## config.mk

```make
export PLATFORM = sky130hd
export DESIGN_NAME = bmx_exec
export DESIGN_NICKNAME = d
export VERILOG_FILES = /design/src/hw/bmx_pkg.sv /design/src/hw/bmx_dec_if.sv /design/src/hw/bmx_decode.sv /design/src/hw/bmx_exec.sv
export SDC_FILE = /design/constraint.sdc
export NUM_CORES = 1
export LEC_CHECK = 0
export ABC_AREA = 1
export BUFFER_PORTS_ARGS = -buffer_cell sky130_fd_sc_hd__buf_2
export CAP_MARGIN = 20
export CORE_MARGIN = 2
export CORE_UTILIZATION = 41
export CTS_CLUSTER_SIZE = 20
export DETAILED_ROUTE_END_ITERATION = 12
export GPL_TIMING_DRIVEN = 0
export PLACE_DENSITY = 0.73
export SLEW_MARGIN = 20
export SYNTH_ARGS = -nofsm -noshare
export SYNTH_HDL_FRONTEND = slang
export SYNTH_SLANG_ARGS = --single-unit
```

## constraint.sdc

```tcl
create_clock -name clk -period 1.8 [get_ports clk]
set_input_delay 0.36 -clock clk [delete_from_list [all_inputs] [get_ports clk]]
set_output_delay 0.36 -clock clk [all_outputs]
set_load 0.01 [all_outputs]
```

## src/hw/bmx_pkg.sv

```systemverilog
// Shared constants and types of the bit manipulation execute unit.
// Assumes an 8-bit core with 16-bit program counter and a flag byte.
package bmx_pkg;

    // ------------------------------------------------------------
    // Opcodes and second-byte fields
    // ------------------------------------------------------------
    localparam logic [7:0] OPC_BIT_SET_CLR = 8'h77;
    localparam logic [7:0] OPC_BIT_OR = 8'h07;
    localparam logic [7:0] OPC_BIT_TEST = 8'h37;
    localparam int B2_REG_MSB = 7;
    localparam int B2_REG_LSB = 4;
    localparam int B2_BIT_MSB = 3;
    localparam int B2_BIT_LSB = 1;
    localparam int B2_SEL = 0;
    localparam logic [3:0] WREG_PAD = 4'h0;

    // ------------------------------------------------------------
    // Lengths in bytes and cycles per instruction
    // ------------------------------------------------------------
    localparam logic [1:0] LEN_BIT_SET_CLR = 2'h2;
    localparam logic [1:0] LEN_BIT_OR = 2'h3;
    localparam logic [1:0] LEN_BIT_TEST = 2'h3;
    localparam logic [3:0] CYC_BIT_SET_CLR = 4'h4;
    localparam logic [3:0] CYC_BIT_OR = 4'h6;
    localparam logic [3:0] CYC_BIT_TEST = 4'ha;
    localparam logic [3:0] CYC_LEAD = 4'h2;
    localparam logic [3:0] CNT_LAST = 4'h1;

    // ------------------------------------------------------------
    // Flag byte positions
    // ------------------------------------------------------------
    localparam int FLG_C = 7;
    localparam int FLG_Z = 6;
    localparam int FLG_S = 5;
    localparam int FLG_V = 4;
    localparam int FLG_D = 3;
    localparam int FLG_H = 2;

    localparam int PC_W = 16;
    localparam int DISP_W = 8;

    // ------------------------------------------------------------
    // Decoded operation, one-hot
    // ------------------------------------------------------------
    typedef enum logic [5:0] {
        OP_NONE = 6'b00_0001,
        OP_BIT_SET = 6'b00_0010,
        OP_BIT_CLEAR = 6'b00_0100,
        OP_BIT_OR = 6'b00_1000,
        OP_JUMP_ZERO = 6'b01_0000,
        OP_JUMP_ONE = 6'b10_0000
    } bmx_op_t;

    // Sequencer states, one-hot
    typedef enum logic [2:0] {
        ST_IDLE = 3'b001,
        ST_READ = 3'b010,
        ST_WAIT = 3'b100
    } bmx_state_t;

endpackage : bmx_pkg

```

## src/hw/bmx_dec_if.sv

```systemverilog
// Carrier between the sequencer and the opcode decoder.
// Assumes the decoder is purely combinational.
`timescale 1ns/1ps
interface bmx_dec_if;
    logic [7:0] opcode;
    logic [7:0] byte2;
    bmx_pkg::bmx_op_t op;
    logic [3:0] wreg;
    logic [2:0] bit_idx;
    logic [3:0] cycles;
    logic [1:0] bytes;

    modport dec (
        input opcode,
        input byte2,
        output op,
        output wreg,
        output bit_idx,
        output cycles,
        output bytes
    );

    modport core (
        output opcode,
        output byte2,
        input op,
        input wreg,
        input bit_idx,
        input cycles,
        input bytes
    );
endinterface : bmx_dec_if

```

## src/hw/bmx_decode.sv

```systemverilog
// Opcode and second-byte decoder of the bit manipulation unit.
// Assumes the caller holds opcode and second byte stable while it reads.
`timescale 1ns/1ps
module bmx_decode (
    bmx_dec_if.dec dif
);

    // ------------------------------------------------------------
    // Field split and operation select
    // ------------------------------------------------------------

    // Register and bit fields are common to all three formats
    assign dif.wreg = dif.byte2[bmx_pkg::B2_REG_MSB:bmx_pkg::B2_REG_LSB];
    assign dif.bit_idx = dif.byte2[bmx_pkg::B2_BIT_MSB:bmx_pkg::B2_BIT_LSB];

    // Select bit picks set/clear and the two jump senses
    always_comb begin
        dif.op = bmx_pkg::OP_NONE;
        dif.cycles = bmx_pkg::CYC_BIT_SET_CLR;
        dif.bytes = bmx_pkg::LEN_BIT_SET_CLR;
        unique case (dif.opcode)
            bmx_pkg::OPC_BIT_SET_CLR: begin
                dif.cycles = bmx_pkg::CYC_BIT_SET_CLR;
                dif.bytes = bmx_pkg::LEN_BIT_SET_CLR;
                if (dif.byte2[bmx_pkg::B2_SEL]) begin
                    dif.op = bmx_pkg::OP_BIT_SET;
                end else begin
                    dif.op = bmx_pkg::OP_BIT_CLEAR;
                end
            end
            bmx_pkg::OPC_BIT_OR: begin
                dif.op = bmx_pkg::OP_BIT_OR;
                dif.cycles = bmx_pkg::CYC_BIT_OR;
                dif.bytes = bmx_pkg::LEN_BIT_OR;
            end
            bmx_pkg::OPC_BIT_TEST: begin
                dif.cycles = bmx_pkg::CYC_BIT_TEST;
                dif.bytes = bmx_pkg::LEN_BIT_TEST;
                if (dif.byte2[bmx_pkg::B2_SEL]) begin
                    dif.op = bmx_pkg::OP_JUMP_ONE;
                end else begin
                    dif.op = bmx_pkg::OP_JUMP_ZERO;
                end
            end
            default: begin
                dif.op = bmx_pkg::OP_NONE;
            end
        endcase
    end

endmodule : bmx_decode

```

## src/hw/bmx_exec.sv

```systemverilog
// Execute unit for bit set/clear, bit OR and bit-test relative jumps.
// Assumes a register file that answers a read address in the same cycle
// and a core that applies the write, flag and PC strobes it is given.
//
// Summary of operation
// - Bit set writes one, keeps other bits
// - Bit set and bit jumps keep flags
// - Bit set: 77h, two bytes, four cycles
// - Bit OR merges a bit, either direction
// - Bit OR: Z from result, S cleared
// - Bit OR: 07h, three bytes, six cycles
// - Jump adds displacement when tested bit equals select
// - Bit jump: 37h, three bytes, ten cycles
// - Displacement is signed eight bits
// - 77h with select zero clears the bit
// - 37h with select one jumps on one
`timescale 1ns/1ps
module bmx_exec (
    input wire logic clk,
    input wire logic nrst,
    input wire logic start,
    input wire logic [7:0] opcode,
    input wire logic [7:0] byte2,
    input wire logic [7:0] byte3,
    input wire logic [15:0] pc_next,
    input wire logic [7:0] flags_in,
    input wire logic [7:0] wreg_rd_data,
    input wire logic [7:0] reg_rd_data,
    output logic busy_ff,
    output logic done_ff,
    output logic illegal_ff,
    output logic [3:0] wreg_rd_addr_ff,
    output logic [7:0] reg_rd_addr_ff,
    output logic wr_en_ff,
    output logic wr_working_ff,
    output logic [7:0] wr_addr_ff,
    output logic [7:0] wr_data_ff,
    output logic flag_we_ff,
    output logic [7:0] flags_out_ff,
    output logic pc_we_ff,
    output logic [15:0] pc_out_ff
);

    // ------------------------------------------------------------
    // Decoder
    // ------------------------------------------------------------
    bmx_dec_if dif ();

    // Decode straight from the ports; only used in the start cycle
    assign dif.opcode = opcode;
    assign dif.byte2 = byte2;

    bmx_decode u_decode (
        .dif(dif.dec)
    );

    // ------------------------------------------------------------
    // State
    // ------------------------------------------------------------
    bmx_pkg::bmx_state_t state_ff, nxt_state;
    bmx_pkg::bmx_op_t op_ff, nxt_op;
    logic [3:0] cnt_ff, nxt_cnt;
    logic [2:0] bit_ff, nxt_bit;
    logic sel_ff, nxt_sel;
    logic [7:0] disp_ff, nxt_disp;
    logic [15:0] pcn_ff, nxt_pcn;
    logic nxt_busy, nxt_done, nxt_illegal;
    logic [3:0] nxt_wreg_rd_addr;
    logic [7:0] nxt_reg_rd_addr;
    logic nxt_wr_en, nxt_wr_working;
    logic [7:0] nxt_wr_addr, nxt_wr_data;
    logic nxt_flag_we;
    logic [7:0] nxt_flags_out;
    logic nxt_pc_we;
    logic [15:0] nxt_pc_out;

    // Operand views, valid while in the read state
    logic [7:0] mask;
    logic src_bit;
    logic or_bit;
    logic tested;
    logic [15:0] disp_ext;

    assign mask = 8'h01 << bit_ff;
    assign tested = wreg_rd_data[bit_ff];
    // Sign-extend so a taken jump reaches +127 to -128
    assign disp_ext = {{(bmx_pkg::PC_W - bmx_pkg::DISP_W){disp_ff[7]}}, disp_ff};

    // Bit OR operand bits for both directions
    always_comb begin
        if (sel_ff) begin
            src_bit = wreg_rd_data[0];
            or_bit = reg_rd_data[bit_ff] | src_bit;
        end else begin
            src_bit = reg_rd_data[bit_ff];
            or_bit = wreg_rd_data[0] | src_bit;
        end
    end

    // ------------------------------------------------------------
    // Next-state logic
    // ------------------------------------------------------------

    // Strobes are single pulses; only the idle state accepts work
    always_comb begin
        nxt_state = state_ff;
        nxt_op = op_ff;
        nxt_cnt = cnt_ff;
        nxt_bit = bit_ff;
        nxt_sel = sel_ff;
        nxt_disp = disp_ff;
        nxt_pcn = pcn_ff;
        nxt_busy = busy_ff;
        nxt_done = 1'b0;
        nxt_illegal = 1'b0;
        nxt_wreg_rd_addr = wreg_rd_addr_ff;
        nxt_reg_rd_addr = reg_rd_addr_ff;
        nxt_wr_en = 1'b0;
        nxt_wr_working = wr_working_ff;
        nxt_wr_addr = wr_addr_ff;
        nxt_wr_data = wr_data_ff;
        nxt_flag_we = 1'b0;
        nxt_flags_out = flags_out_ff;
        nxt_pc_we = 1'b0;
        nxt_pc_out = pc_out_ff;
        unique case (state_ff)
            bmx_pkg::ST_IDLE: begin
                if (start) begin
                    if (dif.op == bmx_pkg::OP_NONE) begin
                        // Unknown opcode: flag it and stay idle
                        nxt_illegal = 1'b1;
                    end else begin
                        nxt_state = bmx_pkg::ST_READ;
                        nxt_busy = 1'b1;
                        nxt_op = dif.op;
                        nxt_bit = dif.bit_idx;
                        nxt_sel = byte2[bmx_pkg::B2_SEL];
                        nxt_disp = byte3;
                        nxt_pcn = pc_next;
                        nxt_cnt = dif.cycles - bmx_pkg::CYC_LEAD;
                        nxt_wreg_rd_addr = dif.wreg;
                        nxt_reg_rd_addr = byte3;
                    end
                end
            end
            bmx_pkg::ST_READ: begin
                nxt_state = bmx_pkg::ST_WAIT;
                nxt_cnt = cnt_ff - bmx_pkg::CNT_LAST;
                nxt_wr_working = 1'b1;
                nxt_wr_addr = {bmx_pkg::WREG_PAD, wreg_rd_addr_ff};
                nxt_flags_out = flags_in;
                unique case (op_ff)
                    bmx_pkg::OP_BIT_SET: begin
                        nxt_wr_en = 1'b1;
                        nxt_wr_data = wreg_rd_data | mask;
                    end
                    bmx_pkg::OP_BIT_CLEAR: begin
                        nxt_wr_en = 1'b1;
                        nxt_wr_data = wreg_rd_data & ~mask;
                    end
                    bmx_pkg::OP_BIT_OR: begin
                        nxt_wr_en = 1'b1;
                        nxt_flag_we = 1'b1;
                        if (sel_ff) begin
                            // Register bit b takes its own value ORed with working bit zero
                            nxt_wr_working = 1'b0;
                            nxt_wr_addr = reg_rd_addr_ff;
                            nxt_wr_data = or_bit ? (reg_rd_data | mask)
                                : (reg_rd_data & ~mask);
                        end else begin
                            nxt_wr_data = {wreg_rd_data[7:1], or_bit};
                        end
                        // V is undefined; it is simply left as it was
                        nxt_flags_out[bmx_pkg::FLG_Z] = ~or_bit;
                        nxt_flags_out[bmx_pkg::FLG_S] = 1'b0;
                    end
                    bmx_pkg::OP_JUMP_ZERO: begin
                        // Base is the address past the three bytes
                        nxt_pc_we = ~tested;
                        nxt_pc_out = pcn_ff + disp_ext;
                    end
                    bmx_pkg::OP_JUMP_ONE: begin
                        nxt_pc_we = tested;
                        nxt_pc_out = pcn_ff + disp_ext;
                    end
                    default: begin
                        nxt_wr_en = 1'b0;
                    end
                endcase
            end
            bmx_pkg::ST_WAIT: begin
                // Pad out to the documented cycle count
                nxt_cnt = cnt_ff - bmx_pkg::CNT_LAST;
                if (cnt_ff == bmx_pkg::CNT_LAST) begin
                    nxt_state = bmx_pkg::ST_IDLE;
                    nxt_busy = 1'b0;
                    nxt_done = 1'b1;
                end
            end
            default: begin
                nxt_state = bmx_pkg::ST_IDLE;
                nxt_busy = 1'b0;
            end
        endcase
    end

    // ------------------------------------------------------------
    // Registers
    // ------------------------------------------------------------

    // Flag strobe never fires for set, clear or jumps
    always_ff @(posedge clk) begin
        if (!nrst) begin
            state_ff <= bmx_pkg::ST_IDLE;
            op_ff <= bmx_pkg::OP_NONE;
            cnt_ff <= 4'h0;
            bit_ff <= 3'h0;
            sel_ff <= 1'b0;
            disp_ff <= 8'h00;
            pcn_ff <= 16'h0000;
            busy_ff <= 1'b0;
            done_ff <= 1'b0;
            illegal_ff <= 1'b0;
            wreg_rd_addr_ff <= 4'h0;
            reg_rd_addr_ff <= 8'h00;
            wr_en_ff <= 1'b0;
            wr_working_ff <= 1'b0;
            wr_addr_ff <= 8'h00;
            wr_data_ff <= 8'h00;
            flag_we_ff <= 1'b0;
            flags_out_ff <= 8'h00;
            pc_we_ff <= 1'b0;
            pc_out_ff <= 16'h0000;
        end else begin
            state_ff <= nxt_state;
            op_ff <= nxt_op;
            cnt_ff <= nxt_cnt;
            bit_ff <= nxt_bit;
            sel_ff <= nxt_sel;
            disp_ff <= nxt_disp;
            pcn_ff <= nxt_pcn;
            busy_ff <= nxt_busy;
            done_ff <= nxt_done;
            illegal_ff <= nxt_illegal;
            wreg_rd_addr_ff <= nxt_wreg_rd_addr;
            reg_rd_addr_ff <= nxt_reg_rd_addr;
            wr_en_ff <= nxt_wr_en;
            wr_working_ff <= nxt_wr_working;
            wr_addr_ff <= nxt_wr_addr;
            wr_data_ff <= nxt_wr_data;
            flag_we_ff <= nxt_flag_we;
            flags_out_ff <= nxt_flags_out;
            pc_we_ff <= nxt_pc_we;
            pc_out_ff <= nxt_pc_out;
        end
    end

endmodule : bmx_exec

```

Word level (Yosys, flattened, before mapping)

Cells that the tools add are included.

Register bits after elaboration: 92

Equality and inequality tests: 16
Reductions and logical operators: 14
Shifts and indexed selects: 1
Mux-type cells: 32
Magnitude comparators: 1
Add/subtract/negate cells: 3
Bitwise gates (word level): 10

Operator list:

| cell                                            | number |
|---|---|
| two-way mux 8 bit                               | 4 |
| case mux 8 bit (3 select lines)                 | 1 |
| case mux 6 bit (3 select lines)                 | 1 |
| adder 16 bit                                    | 1 |
| bitwise AND 8 bit                               | 2 |
| OR 8 bit                                        | 2 |
| case mux 4 bit (2 select lines)                 | 2 |
| two-way mux 3 bit                               | 4 |
| AND reduction 3 bit                             | 4 |
| two-way mux 1 bit                               | 11 |
| case mux 3 bit (3 select lines)                 | 1 |
| == test 8 x 3 -> 1 bit, second input constant   | 1 |
| == test 8 x 6 -> 1 bit, second input constant   | 1 |
| == test 8 x 7 -> 1 bit, second input constant   | 1 |
| two-way mux 4 bit                               | 2 |
| NOT 8 bit                                       | 1 |
| AND reduction 2 bit                             | 4 |
| << shifter 1 x 3 -> 8 bit, first input constant | 1 |
| binary-select mux 1 bit (select 3 bit)          | 2 |
| == test 6 x 1 -> 1 bit, second input constant   | 1 |
| == test 6 x 2 -> 1 bit, second input constant   | 1 |
| == test 6 x 3 -> 1 bit, second input constant   | 1 |
| == test 6 x 4 -> 1 bit, second input constant   | 1 |
| == test 6 x 5 -> 1 bit, second input constant   | 1 |
| 20 further kinds                                | 26 |

Logic depth before layout (Yosys ltp)

Gate-level depths: netlist of the first run.

Depth after elaboration: 6
Depth in mapped cells: 12

Hierarchy

From an unflattened synthesis of the first run, not the netlist that was laid out.

Cell total of the unflattened synthesis: 772
Area, all modules: 5,218.8 um^2

By module, submodules not included:

| module     | area an instance (um^2) | cells an instance | times used | seq. area each (um^2) |
|---|---|---|---|---|
| bmx_exec   | 4,997.3                 | 730               | 1          | 1,841.8 |
| bmx_decode | 221.5                   | 42                | 1          | 0.0 |

Worst setup path before layout of the first run

OpenSTA, ideal clock, no wires.

Path kind: register to register
Start: register disp_ff[7]
End: register pc_out_ff[13]
Data required time: 1.685 ns
Setup slack: 0.076 ns
Setup time: 0.115 ns
Arrival time: 1.610 ns
Period minus slack after synthesis: 1.724 ns
Stages on the path, launching flop included: 10
Path through: dfxtp_1 > ha_1 > nand2_1 > inv_1 > a21oi_1 > nor2_1 > nor2_1 > a21oi_1 > nor2_1 > nor2_1

Longest elaborated chain between the ends: 1

Ends and longest elaborated chain:

| item                   | line                             | text |
|---|---|---|
| from (decl)            | bmx_exec.sv:65                   | `logic [7:0] disp_ff, nxt_disp;` |
| from (signal assigned) | bmx_exec.sv:240                  | `disp_ff <= nxt_disp;` |
| adder 16 bit           | bmx_exec.sv:180, bmx_exec.sv:184 |  |
| to (signal assigned)   | bmx_exec.sv:254                  | `pc_out_ff <= nxt_pc_out;` |
| to (decl)              | bmx_exec.sv:41                   | `output logic [15:0] pc_out_ff` |

Every way passes these cells.
A chain may end at the register's enable or synchronous reset.

Worst setup path after layout of the first run

Start: register disp_ff[0]
End: register pc_out_ff[10]

The elaborated chain is that of the path after synthesis.

==> results.cfg, run 1 <==
[grt]
grt_pass1_vias = 4676
grt_use_total_pct = 21.93
grt_max_degree = 16
antenna_found_initial = 0
grt_pass1_wl_mm = 22.53
overflow = 0

[synth]
synth_area_um2 = 4994
synth-seq-cells = 92
syn_nets = 832
syn_inst = 747
synth-edff-count = 0
synth-async-reset-ratio_pct = 0
ys_warn_count = 0
synth_flop_cell = dfxtp_1
netlist_top_cells_area = dfxtp_1, nand2_1, a21oi_1, inv_1, nand3_1
seq_area_frac_synth_pct = 36.88
synth_cell_types = 35
synth_top_cell_by_area = dfxtp_1
avgSynthCellArea_um2 = 6.685
yosys.area.top_type_share_pct = 36.88

[power_and_ir_drop]
p_leak_nw = 2.953
power_density_nw_per_um2 = 714.2
peakVddDrop_uv = 423.1
p_total_mw = 4.483

[timing]
worstMarginPinSlew_ns = 0.7119
drv_slew = 0
post-route-period-util_pct = 93.88
fin_skew_ns = 0.01079
fin_ws_ns = 0.1102
rsz0062_at_grt = true
fmax_ghz = 0.5918
setup_viol = 0
relSlewSlack_pct = 52.54
period_needed_ns = 1.690
finalHoldViolations = 0
fin_hold_ws_ns = 0.2474

[clocking]
cts_tree = built
clk_latency_ns = 0.35
clock-sinks = 92
htreeDepth = 3
clock-root-buffer = clkbuf_16
postCtsHoldBufs = 0
cts_made_buffers = 9
clkTransAtPathRegs_ns = 0.07
clock_path_buffers = 2

[placement]
placed_area_um2 = 5803
pre_cts_slack_ns = -0.1499
place.gp.congestion = 0.9077
port_buffers = 125
hpwl_mm = 10.74

[floorplan]
coreArea_um2 = 11960
placementRows = 40
die_y_um = 114.4
start_util_pct = 41.75
die_area_um2 = 13080
pin_count = 126
die_x_um = 114.4

[critical_path]
path_cells = ha_2 > fa_2 > nand3_1 > nand2_2 > nand2_2 > nand2_1 > nand2_1 > nand2_1 > nand2_1 > nand3_1 > nand2_1 > inv_1
crit_family = simple AND/OR/NAND/NOR gates
slowest_stage = fa_2
critPathBufInv = 1
r2r-start = disp_ff[0]
worstPathArrival_ns = 1.94
required_ns = 2.05
cpMostUsedCell = nand2_1
crit_type = register to register
slowest_delay_ns = 0.36
crit_fanout = 4
critical_path.endpoint_type = register
start_kind = register
crit_start = disp_ff[0]

[final_layout]
area_growth_pct = 25.71
layout-drive-gt1-share_pct = 24.80
stdcell_area_um2 = 6277
diodes = 0
fin_nets = 971
fill_cells = 1187

[detailed_routing]
avgRoutedWirePerCell_um = 13.78
vias = 5270
route.detailed.drc = 0
viasPerCell = 5.077
drt-initial-drc-count = 336
ant_nets = 0
routed_wl_mm = 14.31
drt-pass1-iter-count = 5

[flow_run]
maxCapViolCount = 0

[outcome]
status = complete, no violations

[worst_hold_path]
worstHoldPathType = input port to register
min-delay-start = byte3[4]
-- what timing repair did --
item	CTS	global route
resized for setup	2	30
buffers inserted	1	2
cloned	0	0
pin swaps	1	0
endpoints found under the hold margin	0	0
setup endpoints to repair	15	25
-- state kept, by name (all words and copies together) (netlist names) --
name	flops
bit_ff	3
busy_ff	1
cnt_ff	4
disp_ff	8
done_ff	1
flag_we_ff	1
flags_out_ff	8
illegal_ff	1
op_ff	6
pc_out_ff	16
pc_we_ff	1
pcn_ff	16
sel_ff	1
state_ff	3
wr_addr_ff	8
wr_data_ff	8
wr_en_ff	1
wr_working_ff	1
wreg_rd_addr_ff	4
-- where the power goes --
group | internal [mW] | leakage, nW | total (mW) | switching [mW]
Clock | 1.40 | 0.169 | 2.22 | 0.829
Sequential | 2.04 | 0.745 | 2.04 | 0.00384
Combinational | 0.0861 | 2.04 | 0.217 | 0.130
Total | 3.52 | 2.95 | 4.48 | 0.963
-- path summary, 6_finish.rpt --
check | end | cells past startpoint | slack (ns)
max | pc_out_ff[10] | 12 | 0.11
min | disp_ff[4] | 3 | 0.25
max reg2reg | pc_out_ff[10] | 12 | 0.11
min reg2reg | flags_out_ff[3] | 2 | 0.46
-- per-layer routing --
layer | routed length, um | track usage, % | part of all wire [%] | vias to the layer above
met2 | 6475 | 35.32 | 45 | 174
met4 | 280 | 8.618 | 2.0 | 0
li1 | - | - | - | 2716
met5 | 0 | 0 | 0 | -
met3 | 891 | 3.282 | 6.2 | 20
met1 | 6658 | 29.64 | 47 | 2360
-- final cells by class --
class                           count  area (um^2)  area share, %
Clock buffer                       10        239.0          3.807
Inverter                           91        341.6          5.442
Multi-Input combinational cell    537         2751          43.83
Tap cell                          147        183.9          2.930
Sequential cell                    92         1852          29.50
Timing Repair Buffer              128        648.1          10.32
Buffer                             27        150.1          2.392
Clock inverter                      6        111.4          1.774
-- Yosys cell counts, types with 2 or more instances --
cell	number
o21ai_1	22
o211ai_1	6
a21oi_2	10
nor2_2	2
nand4_1	13
buf_6	3
nand2_2	12
xor2_1	2
nand3_1	45
nor3_1	7
inv_1	81
or2_1	2
o21a_1	5
nand2_1	201
buf_2	8
ha_1	17
dfxtp_1	92
clkbuf_1	14
a21oi_1	95
xnor2_1	4
nor2_1	57
o21ai_0	28
inv_2	9
-- worst reg2reg max path, stage by stage (launching register included) --
cell,delay (ns)
dfxtp_2,0.35
ha_2,0.20
fa_2,0.36
nand3_1,0.10
nand2_2,0.10
nand2_2,0.08
nand2_1,0.06
nand2_1,0.08
nand2_1,0.05
nand2_1,0.06
nand3_1,0.06
nand2_1,0.07
inv_1,0.03
-- cells by family (layout without fill, tap and decap cells) --
logic type / after synthesis / count (layout) / synth area share, %
AND/OR/NAND/NOR: 345 / 345 / 29.44
AO/OA/AOI/OAI: 168 / 168 / 18.22
flip-flops: 92 / 92 / 36.88
buffers and inverters: 118 / 262 / 9.747
XOR/XNOR: 6 / 6 / 1.052
adder cells (fa/ha/maj): 18 / 18 / 4.660
-- cell usage in the layout, fill, tap and decap left out, drive strengths merged, types with 4 or more instances in the layout --
| master | Yosys | final |
|---|---|---|
| a21oi | 105 | 105 |
| buf | 13 | 139 |
| clkbuf | 14 | 26 |
| dfxtp | 92 | 92 |
| ha | 17 | 17 |
| inv | 90 | 90 |
| nand2 | 213 | 213 |
| nand3 | 46 | 46 |
| nand4 | 13 | 13 |
| nor2 | 60 | 60 |
| nor3 | 9 | 9 |
| o211ai | 6 | 6 |
| o21a | 5 | 5 |
| o21ai | 50 | 50 |
| xnor2 | 4 | 4 |
-- metrics by stage --
step                cells  utilization, %  TNS (ns)
floorplan             747               -         0
finish               1038           52.48         0
global route         1038           52.48  -0.05443
CTS                  1036           51.54         0
detailed placement   1019           48.51    -2.304
global placement     1019           48.51    -1.744
No activity file was read; power rests on OpenSTA's default activity.
==> run 2: changes to the inputs <==
Clock period 1.8 ns to 2.15 ns, I/O delays scaled along.
==> run 2 against run 1 <==
Net effect: maximum frequency shrank 12%; highest routed layer unchanged; die area is the same; largest power group unchanged; cell area shrank 2.0%; critical path depth shrank 5; utilization shrank 1.0 points; via count shrank 0.53%.
==> results.cfg, run 2 (same netlist as run 1, synthesis figures left out) <==
[floorplan]
start_util_pct = 41.75
die_y_um = 114.4
die_x_um = 114.4
die_area_um2 = 13080
coreArea_um2 = 11960
pin_count = 126
placementRows = 40

[timing]
rsz0062_at_grt = false
fin_ws_ns = 0.2217
setup_viol = 0
relSlewSlack_pct = 53.19
period_needed_ns = 1.928
drv_slew = 0
fin_skew_ns = 0.01061
fmax_ghz = 0.5186
setup_tns_ns = 0
finalHoldViolations = 0
worstMarginPinSlew_ns = 0.7022
post-route-period-util_pct = 89.69

[detailed_routing]
avgRoutedWirePerCell_um = 13.61
drt-initial-drc-count = 398
routed_wl_mm = 14.09
ant_nets = 0
route.detailed.drc = 0
viasPerCell = 5.065
vias = 5242
drt-pass1-iter-count = 6

[power_and_ir_drop]
p_total_mw = 3.755
p_int_mw = 2.947
peakVddDrop_uv = 352.7
seqPwrFrac_pct = 45.6
switching_power_uw = 807.4
power_density_nw_per_um2 = 610.1
clock_power_share_pct = 49.6
power.share.switching_pct = 21.50
p_leak_nw = 2.967
combPwrFrac_pct = 4.8

[final_layout]
layout_common_cells = nand2_1, buf_2, a21oi_1
reg_top3 = pc_out_ff: 16 flops, pcn_ff: 16 flops
fin_nets = 968
fill_cells = 1202
diodes = 0
area_growth_pct = 23.25
layout-drive-gt1-share_pct = 21.62
layout_commonest_cell = nand2_1
post-route-util_pct = 51.45

[critical_path]
slowest_stage = nand4_1
path_cells = nor2_1 > nand4_1 > nand3_1 > nand2_2 > inv_2 > o21ai_0 > a21oi_1
crit_type = register to register
critical_path.endpoint_type = register
crit_fanout = 10
start_kind = register
critPathBufInv = 1
crit_family = simple AND/OR/NAND/NOR gates
slowest_delay_ns = 0.43
worstPathArrival_ns = 2.21
required_ns = 2.43

[clocking]
clk_latency_ns = 0.35
cts_made_buffers = 9
postCtsHoldBufs = 0
htreeDepth = 3
clock-sinks = 92
cts_tree = built
clock-root-buffer = clkbuf_16
clkTransAtPathRegs_ns = 0.07
clock_path_buffers = 2

[grt]
grt_use_total_pct = 21.91
grt_pass1_wl_mm = 22.51
antenna_found_initial = 0
grt_pass1_vias = 4673
grt_max_degree = 16
overflow = 0

[placement]
port_buffers = 125
pre_cts_slack_ns = 0.1301
place.gp.congestion = 0.9077
hpwl_mm = 10.74

[outcome]
status = complete, no violations

[worst_hold_path]
worstHoldPathType = input port to register

[flow_run]
maxCapViolCount = 0
run 2: cell count changes in the layout (fill, tap and decap cells not counted), moves of 3 or more:
cell,previous run,this run
dfxtp_2,5,1
nand2_1,198,201
buf_4,3,0
ha_1,7,17
a21oi_1,90,95
ha_2,8,0
nand2_2,15,12
a21oi_2,14,10
dfxtp_1,86,91
run 2: repair_timing:
action                                  4_1_cts  5_1_grt
buffers inserted                              0        0
endpoints found under the setup margin        0        2
gates resized for setup                       0        1
endpoints found under the hold margin         0        0
run 2: stage by stage:
step | hold slack [ns] | std cells | cell area [um^2]
final | 0.3235 | 1035 | 6155
after detailed placement | 0.4546 | 1019 | 5803
after floorplan | 0.4482 | 747 | 4994
after global routing | 0.3246 | 1035 | 6155
after global placement | 0.4499 | 1019 | 5803
after CTS | 0.3139 | 1035 | 6153
run 2: path summary, 6_finish.rpt:
path,startpoint,endpoint,slack [ns],depth (start not counted)
worst min register to register,flags_out_ff[3],flags_out_ff[3],0.46,2
worst max-delay path,op_ff[1],wr_data_ff[2],0.22,7
worst max register to register,op_ff[1],wr_data_ff[2],0.22,7
worst min-delay path,flags_in[4],flags_out_ff[4],0.32,3
run 2: routing by layer:
layer | up-vias | GRT usage [%] | share of wire [%]
met5 | - | 0 | 0
met4 | 0 | 8.618 | 2.0
met2 | 183 | 35.32 | 44
met3 | 21 | 3.282 | 6.0
li1 | 2711 | - | -
met1 | 2327 | 29.58 | 48
run 2: power by group through the flow:
stage | logic (mW) | registers, mW | clock network (mW)
after floorplan | 0.0767 | 1.75 | 0
after global placement | 0.178 | 1.75 | 0
after detailed placement | 0.179 | 1.75 | 0
after CTS | 0.180 | 1.71 | 1.89
after global routing | 0.201 | 1.71 | 1.94
final | 0.181 | 1.71 | 1.86
run 2: area by class of cell:
type,count,area [um^2],share of cell area [%]
buffer,27,145.1,2.358
clock buffer,10,239.0,3.883
clock inverter,6,111.4,1.809
inverter,91,341.6,5.550
multi-input combinational,537,2665,43.30
sequential,92,1843,29.95
tap,147,183.9,2.988
timing repair buffer,125,625.6,10.16
run 2: worst reg2reg max path: cells and delay by family (launching register included):
kind	cells	cell delay, ns
flops	1	0.33
compound gates	2	0.25
simple gates	4	1.09
buf+inv	1	0.19
==> run 3: changes to the inputs <==
Settings changed: BUFFER_PORTS_ARGS -buffer_cell sky130_fd_sc_hd__buf_2 to -buffer_cell sky130_fd_sc_hd__buf_4.
==> run 3 against run 2 <==
Net effect: cell count unchanged; register-to-register slack improved by 0.04 ns; cell area is 4.9% higher; critical path depth up 5; sequential power about the same; non-clock buffer count stayed put; first-iteration DRC count down 8.5%; count of clock-buffer cells in the layout grew 1; utilization up 2.5 points; via count down 0.50%; total power down 1.7%; clock skew fell by 0.0064 ns; critical endpoint is now pc_out_ff[10]; largest cell class unchanged; largest power group unchanged.
==> results.cfg, run 3 (same netlist as run 1, synthesis figures left out) <==
[clocking]
clock-root-buffer = clkbuf_16
postCtsHoldBufs = 0
clock-sinks = 92
ctsResizeCount = 0
cts_setup_buffers = 0
cts_tree = built
clock_path_buffers = 2
htreeDepth = 3
cts_made_buffers = 9
clkTransAtPathRegs_ns = 0.07
clk_latency_ns = 0.34

[critical_path]
critical_path.endpoint_type = register
path_cells = ha_1 > fa_1 > nand3_1 > nand2_1 > nand2_1 > nand2_1 > nand2_1 > nand2_1 > nand2_1 > nand3_1 > nand2_1 > inv_1
cpMostUsedCell = nand2_1
regToRegSetupSlack_ns = 0.26
r2r-end = pc_out_ff[10]
slowest_stage = fa_1
start_kind = register
worstPathArrival_ns = 2.14
r2r-start = disp_ff[0]
slowest_delay_ns = 0.41
reg2reg_depth = 12
crit_type = register to register
required_ns = 2.40
crit_fanout = 4

[floorplan]
pin_count = 126
die_x_um = 114.4
die_area_um2 = 13080
coreArea_um2 = 11960
placementRows = 40
die_y_um = 114.4
start_util_pct = 41.75

[timing]
fin_skew_ns = 0.004223
fmax_ghz = 0.5293
setup_viol = 0
setup_tns_ns = 0
post-route-period-util_pct = 87.87
rsz0062_at_grt = false
finalHoldViolations = 0
relSlewSlack_pct = 51.49
worstMarginPinSlew_ns = 0.7276
drv_slew = 0
period_needed_ns = 1.889

[outcome]
status = complete, no violations

[worst_hold_path]
whs_path_depth = 3
holdPathEnd = disp_ff[4]
min-delay-start = byte3[4]
worstHoldPathType = input port to register

[detailed_routing]
vias = 5216
ant_nets = 0
route.detailed.drc = 0
avgRoutedWirePerCell_um = 13.69
drt-initial-drc-count = 364
routed_wl_mm = 14.17
viasPerCell = 5.040
drt-pass1-iter-count = 5

[placement]
place.gp.congestion = 0.9068
hpwl_mm = 10.84
port_buffers = 125

[grt]
grt_max_degree = 16
met2_usage_pct = 34.72
met3_usage_pct = 3.970
overflow = 0
grt_use_total_pct = 21.87
busiest_layer = met2
grt_pass1_wl_mm = 22.65
grt_pass1_vias = 4811
antenna_found_initial = 0
use_met1_pct = 29.83

[final_layout]
post-route-util_pct = 53.95
diodes = 0
area_growth_pct = 29.24
layout_common_cells = nand2_1, buf_4, a21oi_1
reg_top3 = pc_out_ff: 16 flops, pcn_ff: 16 flops
fin_nets = 968
layout_commonest_cell = nand2_1
layout-drive-gt1-share_pct = 21.62

[power_and_ir_drop]
power_density_nw_per_um2 = 572.2
peakVddDrop_uv = 364.8
p_leak_nw = 3.006

[flow_run]
maxCapViolCount = 0
==> run 3: final cells by class <==
class / count / area [um^2]
clock inverters: 5 / 83.83
clock buffers: 11 / 252.7
inverters: 91 / 341.6
plain buffers: 27 / 145.1
multi-input cells: 537 / 2665
repair buffers: 125 / 938.4
flip-flops and latches: 92 / 1843
well taps: 147 / 183.9
fillers: 1223 / 5508
==> run 3: worst max-delay path, delay by kind of cell, from the launching register on <==
family,cells,cell delay [ns]
adder cells (fa/ha/maj),2,0.65
flip-flops,1,0.37
buffers and inverters,1,0.03
AND/OR/NAND/NOR,9,0.73
==> run 3: power breakdown <==
part,switching (mW),internal [mW],leakage [nW]
clock network,0.681,1.08,0.158
logic,0.111,0.106,2.11
registers,0.00324,1.71,0.742
total,0.795,2.90,3.01
==> run 3: worst max-delay path by stage <==
stage	endpoint	cells after the start	from	slack, ns
floorplan	pc_out_ff[13]	9	disp_ff[7]	0.43
global placement	cnt_ff[3]	5	nrst	0.17
detailed placement	cnt_ff[3]	5	nrst	0.15
CTS	pc_out_ff[10]	11	disp_ff[7]	0.14
global route	pc_out_ff[13]	9	disp_ff[7]	0.11
finish	pc_out_ff[10]	12	disp_ff[0]	0.26
==> run 3: routing by layer <==
layer,part of all wire (%),vias up
met5,0,-
met3,5.9,18
met1,48,2317
met2,44,178
met4,1.6,0
li1,-,2703
==> run 3: through the flow <==
stage / std cells / total power, mW / cell area (um^2) / setup slack [ns] / hold WS (ns)
2_1_floorplan: 747 / 1.827 / 4994 / 0.4257 / 0.4482
3_3_place_gp: 1019 / 1.964 / 6116 / 0.1665 / 0.4534
3_5_place_dp: 1019 / 1.965 / 6116 / 0.1550 / 0.4566
4_1_cts: 1035 / 3.717 / 6452 / 0.1369 / 0.3329
5_1_grt: 1035 / 3.802 / 6454 / 0.1084 / 0.3356
6_report: 1035 / 3.693 / 6454 / 0.2608 / 0.3350
